<file path="config.mk">
export PLATFORM = sky130hd
export DESIGN_NAME = mp3_decoder_control_regs
export DESIGN_NICKNAME = d
export VERILOG_FILES = /design/src/hdl/mp3_ctrl_pkg.sv /design/src/hdl/mp3_decoder_control_regs.sv
export SDC_FILE = /design/constraint.sdc
export NUM_CORES = 1
export LEC_CHECK = 0
export BUFFER_PORTS_ARGS = -buffer_cell sky130_fd_sc_hd__buf_2
export CAP_MARGIN = 20
export CORE_ASPECT_RATIO = 0.75
export CORE_MARGIN = 2
export CORE_UTILIZATION = 33
export CTS_BUF_LIST = sky130_fd_sc_hd__clkbuf_4 sky130_fd_sc_hd__clkbuf_8
export CTS_CLUSTER_SIZE = 30
export DETAILED_ROUTE_END_ITERATION = 6
export SLEW_MARGIN = 10
export SYNTH_ARGS = -nofsm -noshare
export SYNTH_HDL_FRONTEND = slang
export SYNTH_SLANG_ARGS = --single-unit
</file>
<file path="constraint.sdc">
create_clock -name clk_sys -period 2.1 [get_ports clk_sys]
set_input_delay 0.42 -clock clk_sys [delete_from_list [all_inputs] [get_ports clk_sys]]
set_output_delay 0.42 -clock clk_sys [all_outputs]
set_load 0.05 [all_outputs]
</file>
<file path="src/hdl/mp3_ctrl_pkg.sv">
package mp3_ctrl_pkg;

    // ***************************************************************
    // Register addresses on the core register bus
    // ***************************************************************
    localparam logic [7:0] ADDR_VOLUME_LEFT   = 8'h9E;
    localparam logic [7:0] ADDR_VOLUME_RIGHT  = 8'h9F;
    localparam logic [7:0] ADDR_ANCILLARY     = 8'hAD;
    localparam logic [7:0] ADDR_BASS_GAIN     = 8'hB4;
    localparam logic [7:0] ADDR_MEDIUM_GAIN   = 8'hB5;
    localparam logic [7:0] ADDR_TREBLE_GAIN   = 8'hB6;
    localparam logic [7:0] ADDR_CLOCK_DIVIDER = 8'hEB;

    // ***************************************************************
    // Field layout and reset values
    // ***************************************************************
    localparam int          FIELD_W      = 5;
    localparam int          BYTE_W       = 8;
    localparam logic [4:0]  FIELD_RESET  = 5'h00;
    localparam logic [7:0]  BYTE_RESET   = 8'h00;
    localparam logic [2:0]  UPPER_ZERO   = 3'h0;
    localparam logic [4:0]  DIV_ONE      = 5'h01;

endpackage : mp3_ctrl_pkg

</file>
<file path="src/hdl/mp3_decoder_control_regs.sv">
`timescale 1ns/1ps

module mp3_decoder_control_regs
    import mp3_ctrl_pkg::*;
(
    // Clock and reset
    input  wire logic                clk_sys,
    input  wire logic                rstn,
    input  wire logic                clkEn,
    // Register bus
    input  wire logic                regSel,
    input  wire logic                regWr,
    input  wire logic                regRd,
    input  wire logic [7:0]          regAddr,
    input  wire logic [7:0]          regWdata,
    output logic      [7:0]          regRdata,
    // Ancillary buffer from decoder
    input  wire logic                ancValid,
    input  wire logic [BYTE_W-1:0]   ancByte,
    output logic                     ancPop,
    // Decoder step strobe, settings are latched on it
    input  wire logic                decStep,
    // Settings toward the decoder datapath
    output logic [FIELD_W-1:0]       leftLevel,
    output logic [FIELD_W-1:0]       rightLevel,
    output logic [FIELD_W-1:0]       lowBandGain,
    output logic [FIELD_W-1:0]       midBandGain,
    output logic [FIELD_W-1:0]       highBandGain,
    output logic                     ancillaryAvailableFlag,
    output logic                     decClkEn
);

    // ***************************************************************
    // Register file
    // ***************************************************************
    logic [FIELD_W-1:0] left_reg;
    logic [FIELD_W-1:0] right_reg;
    logic [FIELD_W-1:0] bass_reg;
    logic [FIELD_W-1:0] mid_reg;
    logic [FIELD_W-1:0] treble_reg;
    logic [FIELD_W-1:0] clkdiv_reg;
    logic [FIELD_W-1:0] divCnt_reg;
    logic               wrEn;
    logic               rdEn;

    assign wrEn = clkEn && regSel && regWr;
    assign rdEn = clkEn && regSel && regRd;

    // Shared address match, used by every register and by the ancillary pop
    function automatic logic addrHit(input logic [BYTE_W-1:0] busAddr,
                                     input logic [BYTE_W-1:0] regOffset);
        addrHit = (busAddr == regOffset);
    endfunction : addrHit

    // Pads a field to a bus byte with the unused upper bits cleared
    function automatic logic [BYTE_W-1:0] padField(input logic [FIELD_W-1:0] field);
        padField = {UPPER_ZERO, field};
    endfunction : padField

    // Upper bits are dropped on write, so the field never holds them.
    // Writes to the ancillary byte or an unmapped address reach no register
    always_ff @(posedge clk_sys or negedge rstn)
    begin
        if (!rstn)
        begin
            left_reg <= FIELD_RESET;
        end
        else if (wrEn && addrHit(regAddr, ADDR_VOLUME_LEFT))
        begin
            left_reg <= regWdata[FIELD_W-1:0];
        end
    end

    always_ff @(posedge clk_sys or negedge rstn)
    begin
        if (!rstn)
        begin
            right_reg <= FIELD_RESET;
        end
        else if (wrEn && addrHit(regAddr, ADDR_VOLUME_RIGHT))
        begin
            right_reg <= regWdata[FIELD_W-1:0];
        end
    end

    always_ff @(posedge clk_sys or negedge rstn)
    begin
        if (!rstn)
        begin
            bass_reg <= FIELD_RESET;
        end
        else if (wrEn && addrHit(regAddr, ADDR_BASS_GAIN))
        begin
            bass_reg <= regWdata[FIELD_W-1:0];
        end
    end

    always_ff @(posedge clk_sys or negedge rstn)
    begin
        if (!rstn)
        begin
            mid_reg <= FIELD_RESET;
        end
        else if (wrEn && addrHit(regAddr, ADDR_MEDIUM_GAIN))
        begin
            mid_reg <= regWdata[FIELD_W-1:0];
        end
    end

    always_ff @(posedge clk_sys or negedge rstn)
    begin
        if (!rstn)
        begin
            treble_reg <= FIELD_RESET;
        end
        else if (wrEn && addrHit(regAddr, ADDR_TREBLE_GAIN))
        begin
            treble_reg <= regWdata[FIELD_W-1:0];
        end
    end

    always_ff @(posedge clk_sys or negedge rstn)
    begin
        if (!rstn)
        begin
            clkdiv_reg <= FIELD_RESET;
        end
        else if (wrEn && addrHit(regAddr, ADDR_CLOCK_DIVIDER))
        begin
            clkdiv_reg <= regWdata[FIELD_W-1:0];
        end
    end

    // ***************************************************************
    // Read path
    // ***************************************************************
    always_ff @(posedge clk_sys or negedge rstn)
    begin
        if (!rstn)
        begin
            regRdata <= BYTE_RESET;
        end
        else if (rdEn)
        begin
            unique case (regAddr)
                ADDR_VOLUME_LEFT:   regRdata <= padField(left_reg);
                ADDR_VOLUME_RIGHT:  regRdata <= padField(right_reg);
                ADDR_BASS_GAIN:     regRdata <= padField(bass_reg);
                ADDR_MEDIUM_GAIN:   regRdata <= padField(mid_reg);
                ADDR_TREBLE_GAIN:   regRdata <= padField(treble_reg);
                ADDR_CLOCK_DIVIDER: regRdata <= padField(clkdiv_reg);
                ADDR_ANCILLARY:     regRdata <= ancValid ? ancByte : BYTE_RESET;
                default:            regRdata <= BYTE_RESET;
            endcase
        end
    end

    // A read of the ancillary byte consumes it from the decoder buffer
    always_ff @(posedge clk_sys or negedge rstn)
    begin
        if (!rstn)
        begin
            ancPop <= 1'h0;
        end
        else if (clkEn)
        begin
            ancPop <= rdEn && addrHit(regAddr, ADDR_ANCILLARY) && ancValid;
        end
    end

    always_ff @(posedge clk_sys or negedge rstn)
    begin
        if (!rstn)
        begin
            ancillaryAvailableFlag <= 1'h0;
        end
        else if (clkEn)
        begin
            ancillaryAvailableFlag <= ancValid;
        end
    end

    // ***************************************************************
    // Settings handed to the decoder at its step boundary
    // ***************************************************************
    // Latching on the step keeps a half-written setting out of a running sample
    always_ff @(posedge clk_sys or negedge rstn)
    begin
        if (!rstn)
        begin
            leftLevel    <= FIELD_RESET;
            rightLevel   <= FIELD_RESET;
            lowBandGain  <= FIELD_RESET;
            midBandGain  <= FIELD_RESET;
            highBandGain <= FIELD_RESET;
        end
        else if (clkEn && decStep)
        begin
            leftLevel    <= left_reg;
            rightLevel   <= right_reg;
            lowBandGain  <= bass_reg;
            midBandGain  <= mid_reg;
            highBandGain <= treble_reg;
        end
    end

    // ***************************************************************
    // Decoder clock divider: one enable pulse every (value + 1) cycles
    // ***************************************************************
    // A new value is compared against at once, the divider never restarts; a count already past it wraps on the next cycle
    always_ff @(posedge clk_sys or negedge rstn)
    begin
        if (!rstn)
        begin
            divCnt_reg <= FIELD_RESET;
            decClkEn   <= 1'h0;
        end
        else if (clkEn)
        begin
            if (divCnt_reg >= clkdiv_reg)
            begin
                divCnt_reg <= FIELD_RESET;
                decClkEn   <= 1'h1;
            end
            else
            begin
                divCnt_reg <= divCnt_reg + DIV_ONE;
                decClkEn   <= 1'h0;
            end
        end
    end

endmodule : mp3_decoder_control_regs

</file>
Word-level counts from Yosys, hierarchy flattened. Cells that the tools add are included.

$add $sub $neg: 1. Multiplexer cells: 4. Reduce and logical (&&, ||, !) cells: 12. Magnitude comparators: 1. Equality and inequality tests: 7.

Operators with widths (count): $eq A8 B8 Y1 const B (7); $pmux W8 S7 (1); $logic_and A1 B1 Y1 (12); $mux W8 (1); $add A5 B1 Y5 const B (1); $ge A5 B5 Y1 (1); $mux W5 (1); $mux W1 (1).

Word-level logic and storage cells: 41. Output and inout port bits: 36. Flip-flop bits (word level): 71.

Depth between registers and ports, before layout. Gate-level depths: netlist of run 1.

Depth in word-level cells: 4. Depth in mapped cells: 7. Gate-level depth less buffers: 7.

Worst setup path after synthesis of run 1. No wires, ideal clock.

Path kind: input to register. Start point: input port regAddr[6]. End point: register left_reg[0]. Required time: 1.975 ns. Arrival time: 1.842 ns. Setup slack: 0.133 ns. Setup time: 0.125 ns. Stages on the path: 5. Buffers on the path: 1. Cell sequence: nand4b_1 > or4b_1 > buf_2 > nor3b_4 > mux2_2.

Cells in the longest elaborated chain, start to end: 2.

RTL lines: start: declaration (line mp3_decoder_control_regs.sv:14) `input wire logic [7:0] regAddr,`; $eq A8 B8 Y1 (line mp3_decoder_control_regs.sv:52) `addrHit = (busAddr == regOffset);`; $logic_and A1 B1 Y1 (line mp3_decoder_control_regs.sv:68) `else if (wrEn && addrHit(regAddr, ADDR_VOLUME_LEFT))`; end signal: assignment (line mp3_decoder_control_regs.sv:70) `left_reg <= regWdata[FIELD_W-1:0];`; end: declaration (line mp3_decoder_control_regs.sv:36) `logic [FIELD_W-1:0] left_reg;`.

Every way passes these cells. A chain may end at the register's enable or synchronous reset.

Worst setup path in the final report of run 1.
Start point: input port regAddr[6]. End point: register left_reg[4].

The elaborated chain is that of the path after synthesis.

==> results.json, run 1 <==
{
  "drtPass1Iterations": 4,
  "seq_area_frac_synth_pct": 55.5,
  "overflow": 0,
  "synth-seq-cells": 71,
  "clockBufferDepth": 2,
  "synth-main-ff-cell": "dfrtp_1",
  "start_kind": "primary input",
  "setup_violations": 0,
  "final_nets": 377,
  "final_cell_mix": "dfrtp_1, buf_2, mux2_2",
  "yosys_warnings": 0,
  "wl_per_cell_um": 15.7,
  "yosys.area.top_type_share_pct": 55.5,
  "required_ns": 2.34,
  "finalSetupTns_ns": 0,
  "reg2regPathDepth": 6,
  "top_register": "regRdata",
  "cts_hold_buf": 0,
  "drtIter0Drc": 65,
  "power_leakage_nw": 2.11,
  "insertedDiodeCount": 0,
  "syn_avg_cell_area_um2": 12.4,
  "globalplace.congestion": 0.778,
  "swShare_pct": 27.2,
  "cp_max_fo": 5,
  "cts_buffers": 9,
  "io_buffers": 64,
  "crit_path_end_kind": "flip-flop",
  "p_sw_mw": 0.857,
  "cts.sinks": 71,
  "clock.fmax_ghz": 0.528,
  "ir_worst_vdd_uv": 467,
  "slowest_delay_ns": 0.65,
  "core_area_um2": 9540,
  "clkLatencyLatePin_ns": 0.35,
  "syn-cell-area_um2": 3200,
  "antenna_found_initial": 0,
  "finish.utilization_pct": 41.9,
  "final_common_cell": "dfrtp_1",
  "holdWs_ns": 0.0565,
  "cts.repair.resized": 0,
  "use_met1_pct": 22.5,
  "synth_edf_count": 0,
  "start_util_pct": 33.5,
  "grt-busiest-layer": "met2",
  "grt_max_degree": 50,
  "grt_pass1_vias": 2311,
  "synthArstFlopShare_pct": 100,
  "setup_slack_ns": 0.207,
  "clk_pin_slew_ns": 0.07,
  "path_cells": "buf_2 -> nand4b_1 -> or4b_1 -> nor3b_4 -> mux2_2",
  "cts_setup_buffers": 0,
  "cts_tree": "done",
  "vias": 2277,
  "die_area_um2": 10500,
  "die_h_um": 89.3,
  "grt_pass1_wl_um": 12500,
  "cpLargestDelayFamily": "simple AND/OR/NAND/NOR gates",
  "die_x_um": 118,
  "slew_headroom_pct": 61.6,
  "yosysTopAreaCell": "dfrtp_1",
  "cap_violations": 0,
  "worst_slew_pin_slew_ns": 0.576,
  "drc": 0,
  "crit_type": "in -> reg",
  "rows": 31,
  "slew_violations": 0,
  "htreeDepth": 3,
  "cp.arrival_ns": 2.13,
  "pin_count": 68,
  "synthDistinctLibCells": 38,
  "synthTopCellsByArea": "dfrtp_1, mux2_2, mux2i_1",
  "hold_viol": 0,
  "pwr-share-clk_pct": 37.6,
  "ctsRootBufferMaster": "clkbuf_8",
  "pre_cts_ws_ns": -0.137,
  "hp-class": "in -> async",
  "power_frac_comb_pct": 14.5,
  "period_share_pct": 90.1,
  "power_mw": 3.15,
  "pwr-share-seq_pct": 47.9,
  "grt_usage_pct": 15.8,
  "critical_path_buf_inv_count": 1,
  "via_per_inst": 4.78,
  "syn_inst": 257,
  "outcome": "finished clean",
  "area_growth_pct": 25.0,
  "largest_reg_flops": 8,
  "drive_gt1_share_pct": 45.1,
  "routed_wl_um": 7480,
  "skew_ns": 0.00528,
  "grtUsageMet3_pct": 5.68,
  "rsz0062_at_grt": "false",
  "ant_nets": 0,
  "crit_cells": 5,
  "internal_power_mw": 2.29,
  "hpwl_um": 5500,
  "synth_nets": 295,
  "power.density_nw_per_um2": 786,
  "use_met2_pct": 23.2,
  "finalCriticalPeriod_ns": 1.89,
  "crit_path_top_delay_cell": "or4b_1"
}
-- cell type report --
| type | count | area [µm²] |
|---|---|---|
| Multi-Input combinational cell | 165 | 1340 |
| Clock inverter | 6 | 85.1 |
| Sequential cell | 71 | 1780 |
| Inverter | 11 | 41.3 |
| Tap cell | 132 | 165 |
| Timing Repair Buffer | 81 | 460 |
| Fill cell | 961 | 5540 |
| Clock buffer | 10 | 131 |
-- power groups by stage --
stage               Clock (mW)  Sequential [mW]  Combinational (mW)
detailed placement           0             1.53               0.460
global placement             0             1.53               0.449
floorplan                    0             1.60               0.209
CTS                       1.22             1.51               0.462
finish                    1.18             1.51               0.456
global route              1.29             1.52               0.520
-- path summary, 6_finish.rpt --
path / start / end / slack, ns
min: rstn / bass_reg[1] / 0.06
min reg2reg: regRdata[7] / regRdata[7] / 0.47
max reg2reg: divCnt_reg[2] / divCnt_reg[4] / 0.36
max in group asynchronous: rstn / leftLevel[3] / 1.40
min in group clk_sys: ancByte[5] / regRdata[5] / 0.30
max: regAddr[6] / left_reg[4] / 0.21
-- Yosys cell counts, types with 2 or more instances --
master    number
dfrtp_1       71
mux2_2        51
nand2_1       21
o21ai_0       13
inv_1         11
mux2i_1        9
nor2_1         9
nand3_1        8
clkbuf_1       6
ha_1           6
a21oi_1        5
a22oi_1        5
and3_1         4
a31oi_1        3
buf_2          3
o211ai_1       3
o221a_2        3
a221oi_1       2
a22o_1         2
nor2_2         2
nor2b_1        2
or4b_1         2
-- logic make-up after synthesis --
family          share of synthesized area (%)
flops                                    55.5
mux                                      21.1
simple gates                             10.2
compound gates                           8.17
buf+inv                                  2.58
fa+ha+maj                                2.35
-- worst register-to-register path: stages (launching register included) --
cell and delay, ns:
dfrtp_1 0.41, ha_1 0.30, a21oi_1 0.12, o21ai_0 0.10
a31oi_1 0.23, nand2_1 0.12, o311ai_0 0.34
-- routing by layer --
layer	vias up	part of all wire (%)
met5	-	0
met2	61	42
li1	1093	-
met3	8	5.3
met4	0	0.86
met1	1115	52
-- metrics by stage --
| step | instances | area (µm²) |
|---|---|---|
| after floorplan | 257 | 3200 |
| after global placement | 460 | 3780 |
| after detailed placement | 460 | 3780 |
| after CTS | 476 | 4000 |
| after global routing | 476 | 4000 |
| final | 476 | 4000 |
Note: power is estimated with default switching activity, not from simulation.
==> run 2, diff against run 1 <==
Settings changed: CORE_UTILIZATION 33 to 56, CTS_CLUSTER_SIZE 30 to not set, PLACE_DENSITY set to 0.82.
==> run 2 against run 1 <==
  * Via count up 2.4%
  * Clock skew about the same
  * Critical endpoint is now left_reg[0]
  * Combinational power up 3%
  * Die area down 40%
==> results.json, run 2 (synthesized netlist as in run 1, its figures left out) <==
{
  "final_cell_mix": "dfrtp_1, buf_2, mux2_2",
  "grt_max_degree": 38,
  "clk_pin_slew_ns": 0.07,
  "htreeDepth": 3,
  "insertedDiodeCount": 0,
  "cp_max_fo": 5,
  "cts_buffers": 9,
  "drt-met1-wl_um": 3330,
  "vias": 2331,
  "clock.fmax_ghz": 0.531,
  "start_kind": "primary input",
  "overflow": 0,
  "wl_per_cell_um": 17.2,
  "finish.utilization_pct": 72.5,
  "die_x_um": 91.3,
  "hold_viol": 0,
  "area_growth_pct": 23.3,
  "met2WireLength_um": 3280,
  "cap_violations": 0,
  "power.density_nw_per_um2": 839,
  "drc": 0,
  "power_leakage_nw": 2.11,
  "skew_ns": 0.00506,
  "routed.top_layer": "met4",
  "pin_count": 68,
  "holdWs_ns": 0.286,
  "ant_nets": 0,
  "ir_worst_vdd_uv": 787,
  "globalplace.congestion": 0.848,
  "grt_usage_pct": 25.0,
  "crit_type": "in -> reg",
  "fill_cells": 405,
  "outcome": "finished clean",
  "required_ns": 2.34,
  "grt_pass1_vias": 2350,
  "drive_gt1_share_pct": 44.4,
  "ctsRootBufferMaster": "clkbuf_8",
  "core_area_um2": 5440,
  "io_buffers": 64,
  "cp.arrival_ns": 2.12,
  "start_util_pct": 58.8,
  "grt_pass1_wl_um": 12000,
  "cts_setup_buffers": 0,
  "antenna_found_initial": 0,
  "largest_reg_flops": 8,
  "die_h_um": 69.5,
  "hpwl_um": 5350,
  "rsz0062_at_grt": "false",
  "crit_path_end_kind": "flip-flop",
  "finalCriticalPeriod_ns": 1.88,
  "drtIter0Drc": 186,
  "rows": 23,
  "period_share_pct": 89.7,
  "routed_wl_um": 7190,
  "via_per_inst": 5.59,
  "power_mw": 3.31,
  "clockBufferDepth": 2,
  "setup_violations": 0,
  "routed-wl-met3_um": 489,
  "top_register": "regRdata",
  "clkLatencyLatePin_ns": 0.35,
  "final_common_cell": "dfrtp_1",
  "drtPass1Iterations": 4,
  "slew_violations": 0,
  "cts_tree": "done",
  "die_area_um2": 6340,
  "cts.sinks": 71,
  "worst_slew_pin_slew_ns": 0.453,
  "final_nets": 375,
  "hp-class": "in -> reg",
  "slew_headroom_pct": 69.8
}
## run 2: path summary, 6_finish.rpt
kind                               startpoint             to  slack [ns]  depth (start not counted)
min in group asynchronous                rstn    regRdata[2]        0.51                          2
worst max register to register  divCnt_reg[2]  divCnt_reg[4]        0.29                          6
worst min register to register    regRdata[6]    regRdata[6]        0.47                          2
worst max-delay path               regAddr[6]    left_reg[0]        0.22                          5
worst min-delay path               ancByte[6]    regRdata[6]        0.29                          3
max in group asynchronous                rstn     mid_reg[2]        0.98                          3
## run 2: repair_timing
| action | 4_1_cts | 5_1_grt |
|---|---|---|
| hold endpoints to repair | 14 | 0 |
| gates resized for setup | 0 | 0 |
| hold buffers | 1 | 0 |
## run 2: per-stage QoR
step	cell area, µm²	setup slack, ns	cells	TNS [ns]
after floorplan	3200	0.133	257	0
after global placement	3690	-0.0791	400	-0.485
after detailed placement	3690	-0.138	400	-1.18
after CTS	3950	0.238	417	0
after global routing	3950	0.114	417	0
final	3950	0.217	417	0
## run 2: cell type report
| type | instances | area [µm²] | area share (%) |
|---|---|---|---|
| sequential | 71 | 1780 | 45.0 |
| multi-input combinational | 165 | 1340 | 34.0 |
| timing repair buffer | 79 | 448 | 11.4 |
| clock buffer | 10 | 138 | 3.49 |
| clock inverter | 6 | 108 | 2.73 |
| tap | 75 | 93.8 | 2.38 |
| inverter | 11 | 41.3 | 1.05 |
## run 2: report_power, final
| group | internal (mW) | total, mW | switching, mW |
|---|---|---|---|
| sequential | 1.44 | 1.51 | 0.0691 |
| clock | 0.816 | 1.33 | 0.510 |
| combinational | 0.175 | 0.471 | 0.297 |
| total | 2.43 | 3.31 | 0.876 |
## run 2: routing by layer
metal | global-route usage [%] | vias up
met3 | 7.50 | 9
li1 | - | 1090
met5 | 0 | -
met1 | 34.7 | 1151
met4 | 7.41 | 0
met2 | 38.3 | 81
## run 2: critical path, stage by stage
cell and delay (ns):
buf_2 0.10, nand4b_1 0.22, or4b_1 0.65, nor3b_4 0.34
mux2_2 0.38
==> run 3, diff against run 2 <==
Settings changed: MAX_ROUTING_LAYER set to met4.
==> run 3 against run 2 <==
  * Critical path depth unchanged
  * Sequential power about the same
  * Power about the same
  * Die area is the same
  * Largest power group unchanged
  * Highest routed layer unchanged
==> results.json, run 3 (synthesized netlist as in run 1, its figures left out) <==
{
  "fill_cells": 405,
  "power_mw": 3.31,
  "vias": 2340,
  "power_frac_comb_pct": 14.3,
  "largest_reg_flops": 8,
  "grt_usage_pct": 25.7,
  "ant_nets": 0,
  "drc": 0,
  "drtIter0Drc": 200,
  "use_met1_pct": 34.8,
  "reg2reg_to": "divCnt_reg[4]",
  "finalSetupTns_ns": 0,
  "cp_max_fo": 5,
  "die_x_um": 91.3,
  "crit_type": "in -> reg",
  "area_growth_pct": 23.3,
  "hpwl_um": 5350,
  "ctsRootBufferMaster": "clkbuf_8",
  "wl_per_cell_um": 17.2,
  "setup_violations": 0,
  "pwr-share-clk_pct": 40.1,
  "overflow": 0,
  "worst_slew_pin_slew_ns": 0.453,
  "drtPass1Iterations": 4,
  "path_cells": "buf_2 -> nand4b_1 -> or4b_1 -> nor3b_4 -> mux2_2",
  "final_cell_mix": "dfrtp_1, buf_2, mux2_2",
  "grt-busiest-layer": "met2",
  "cts_tree": "done",
  "ir_worst_vdd_uv": 787,
  "grt_pass1_vias": 2351,
  "die_area_um2": 6340,
  "crit_path_end_kind": "flip-flop",
  "start_util_pct": 58.8,
  "min_path_cells": 3,
  "pwr-share-seq_pct": 45.7,
  "required_ns": 2.34,
  "skew_ns": 0.00560,
  "htreeDepth": 3,
  "pin_count": 68,
  "critical_path_buf_inv_count": 1,
  "final_nets": 375,
  "cts.sinks": 71,
  "power.density_nw_per_um2": 838,
  "cts_buffers": 9,
  "finalCriticalPeriod_ns": 1.89,
  "clock.fmax_ghz": 0.530,
  "dpl_cell_area_um2": 3690,
  "slew_headroom_pct": 69.8,
  "drive_gt1_share_pct": 44.4,
  "rsz0062_at_grt": "false",
  "hp-start": "ancByte[6]",
  "power_leakage_nw": 2.11,
  "top_register": "regRdata",
  "rows": 23,
  "final_common_cell": "dfrtp_1",
  "use_met2_pct": 38.2,
  "crit_path_top_delay_cell": "or4b_1",
  "finish.utilization_pct": 72.5,
  "outcome": "finished clean",
  "cp.arrival_ns": 2.12,
  "hp-class": "in -> reg",
  "routed_wl_um": 7170,
  "p_sw_mw": 0.874,
  "reg2regPathDepth": 6,
  "start_kind": "primary input",
  "die_h_um": 69.5,
  "grt_pass1_wl_um": 12000,
  "period_share_pct": 89.8,
  "core_area_um2": 5440,
  "whs_endpoint": "regRdata[6]",
  "globalplace.congestion": 0.861,
  "design_area_um2": 3950,
  "insertedDiodeCount": 0,
  "clkLatencyLatePin_ns": 0.35,
  "slowest_delay_ns": 0.65,
  "cpLargestDelayFamily": "simple AND/OR/NAND/NOR gates",
  "antenna_found_initial": 0,
  "cap_violations": 0,
  "internal_power_mw": 2.43,
  "via_per_inst": 5.61,
  "grtUsageMet3_pct": 7.28,
  "clk_pin_slew_ns": 0.07,
  "io_buffers": 64,
  "grt_max_degree": 38,
  "ff2ff_setup_slack_ns": 0.28,
  "clockBufferDepth": 2,
  "swShare_pct": 26.4,
  "hold_viol": 0,
  "slew_violations": 0,
  "r2r_start": "divCnt_reg[2]"
}
[run 3: area by class of cell]
class	instances	area [µm²]	area share (%)
Clock buffer	10	138	3.49
Inverter	11	41.3	1.05
Sequential cell	71	1780	45.0
Clock inverter	6	108	2.73
Tap cell	75	93.8	2.38
Timing Repair Buffer	79	448	11.4
Multi-Input combinational cell	165	1340	34.0
[run 3: worst max-delay path by stage]
stage / startpoint / to / slack [ns] / cells past startpoint
2_1_floorplan: regAddr[6] / left_reg[0] / 0.13 / 5
3_3_place_gp: regAddr[6] / left_reg[0] / -0.08 / 5
6_report: regAddr[6] / left_reg[0] / 0.21 / 5
3_5_place_dp: regAddr[6] / left_reg[0] / -0.14 / 5
5_1_grt: divCnt_reg[2] / divCnt_reg[4] / 0.11 / 6
4_1_cts: regAddr[6] / left_reg[0] / 0.24 / 5
[run 3: worst min-delay path, delay by kind of cell]
| family | cells | cell delay (ns) |
|---|---|---|
| buffers and inverters | 1 | 0.08 |
| and+or+nand+nor | 2 | 0.11 |
[run 3: power by group through the flow]
stage	registers, mW	logic (mW)	clock network (mW)
2_1_floorplan	1.60	0.209	0
4_1_cts	1.51	0.474	1.35
6_report	1.51	0.472	1.33
5_1_grt	1.52	0.517	1.42
3_3_place_gp	1.53	0.444	0
3_5_place_dp	1.53	0.468	0
[run 3: per-layer routing]
| metal | share of wire [%] | vias up |
|---|---|---|
| met1 | 47 | 1154 |
| met4 | 1.5 | 0 |
| li1 | - | 1096 |
| met3 | 6.1 | 11 |
| met2 | 46 | 79 |
| met5 | 0 | - |
[run 3: per-stage QoR]
step	worst slack, ns	cells	hold slack (ns)
after floorplan	0.133	257	0.124
after global placement	-0.0791	400	0.356
after detailed placement	-0.138	400	0.357
after CTS	0.238	417	0.278
after global routing	0.114	417	0.281
final	0.214	417	0.286
[run 3: what timing repair did]
item                                   CTS  global route
hold buffers                             1             0
resized for setup                        0             0
endpoints found under the hold margin   14             0
setup buffers                            0             0
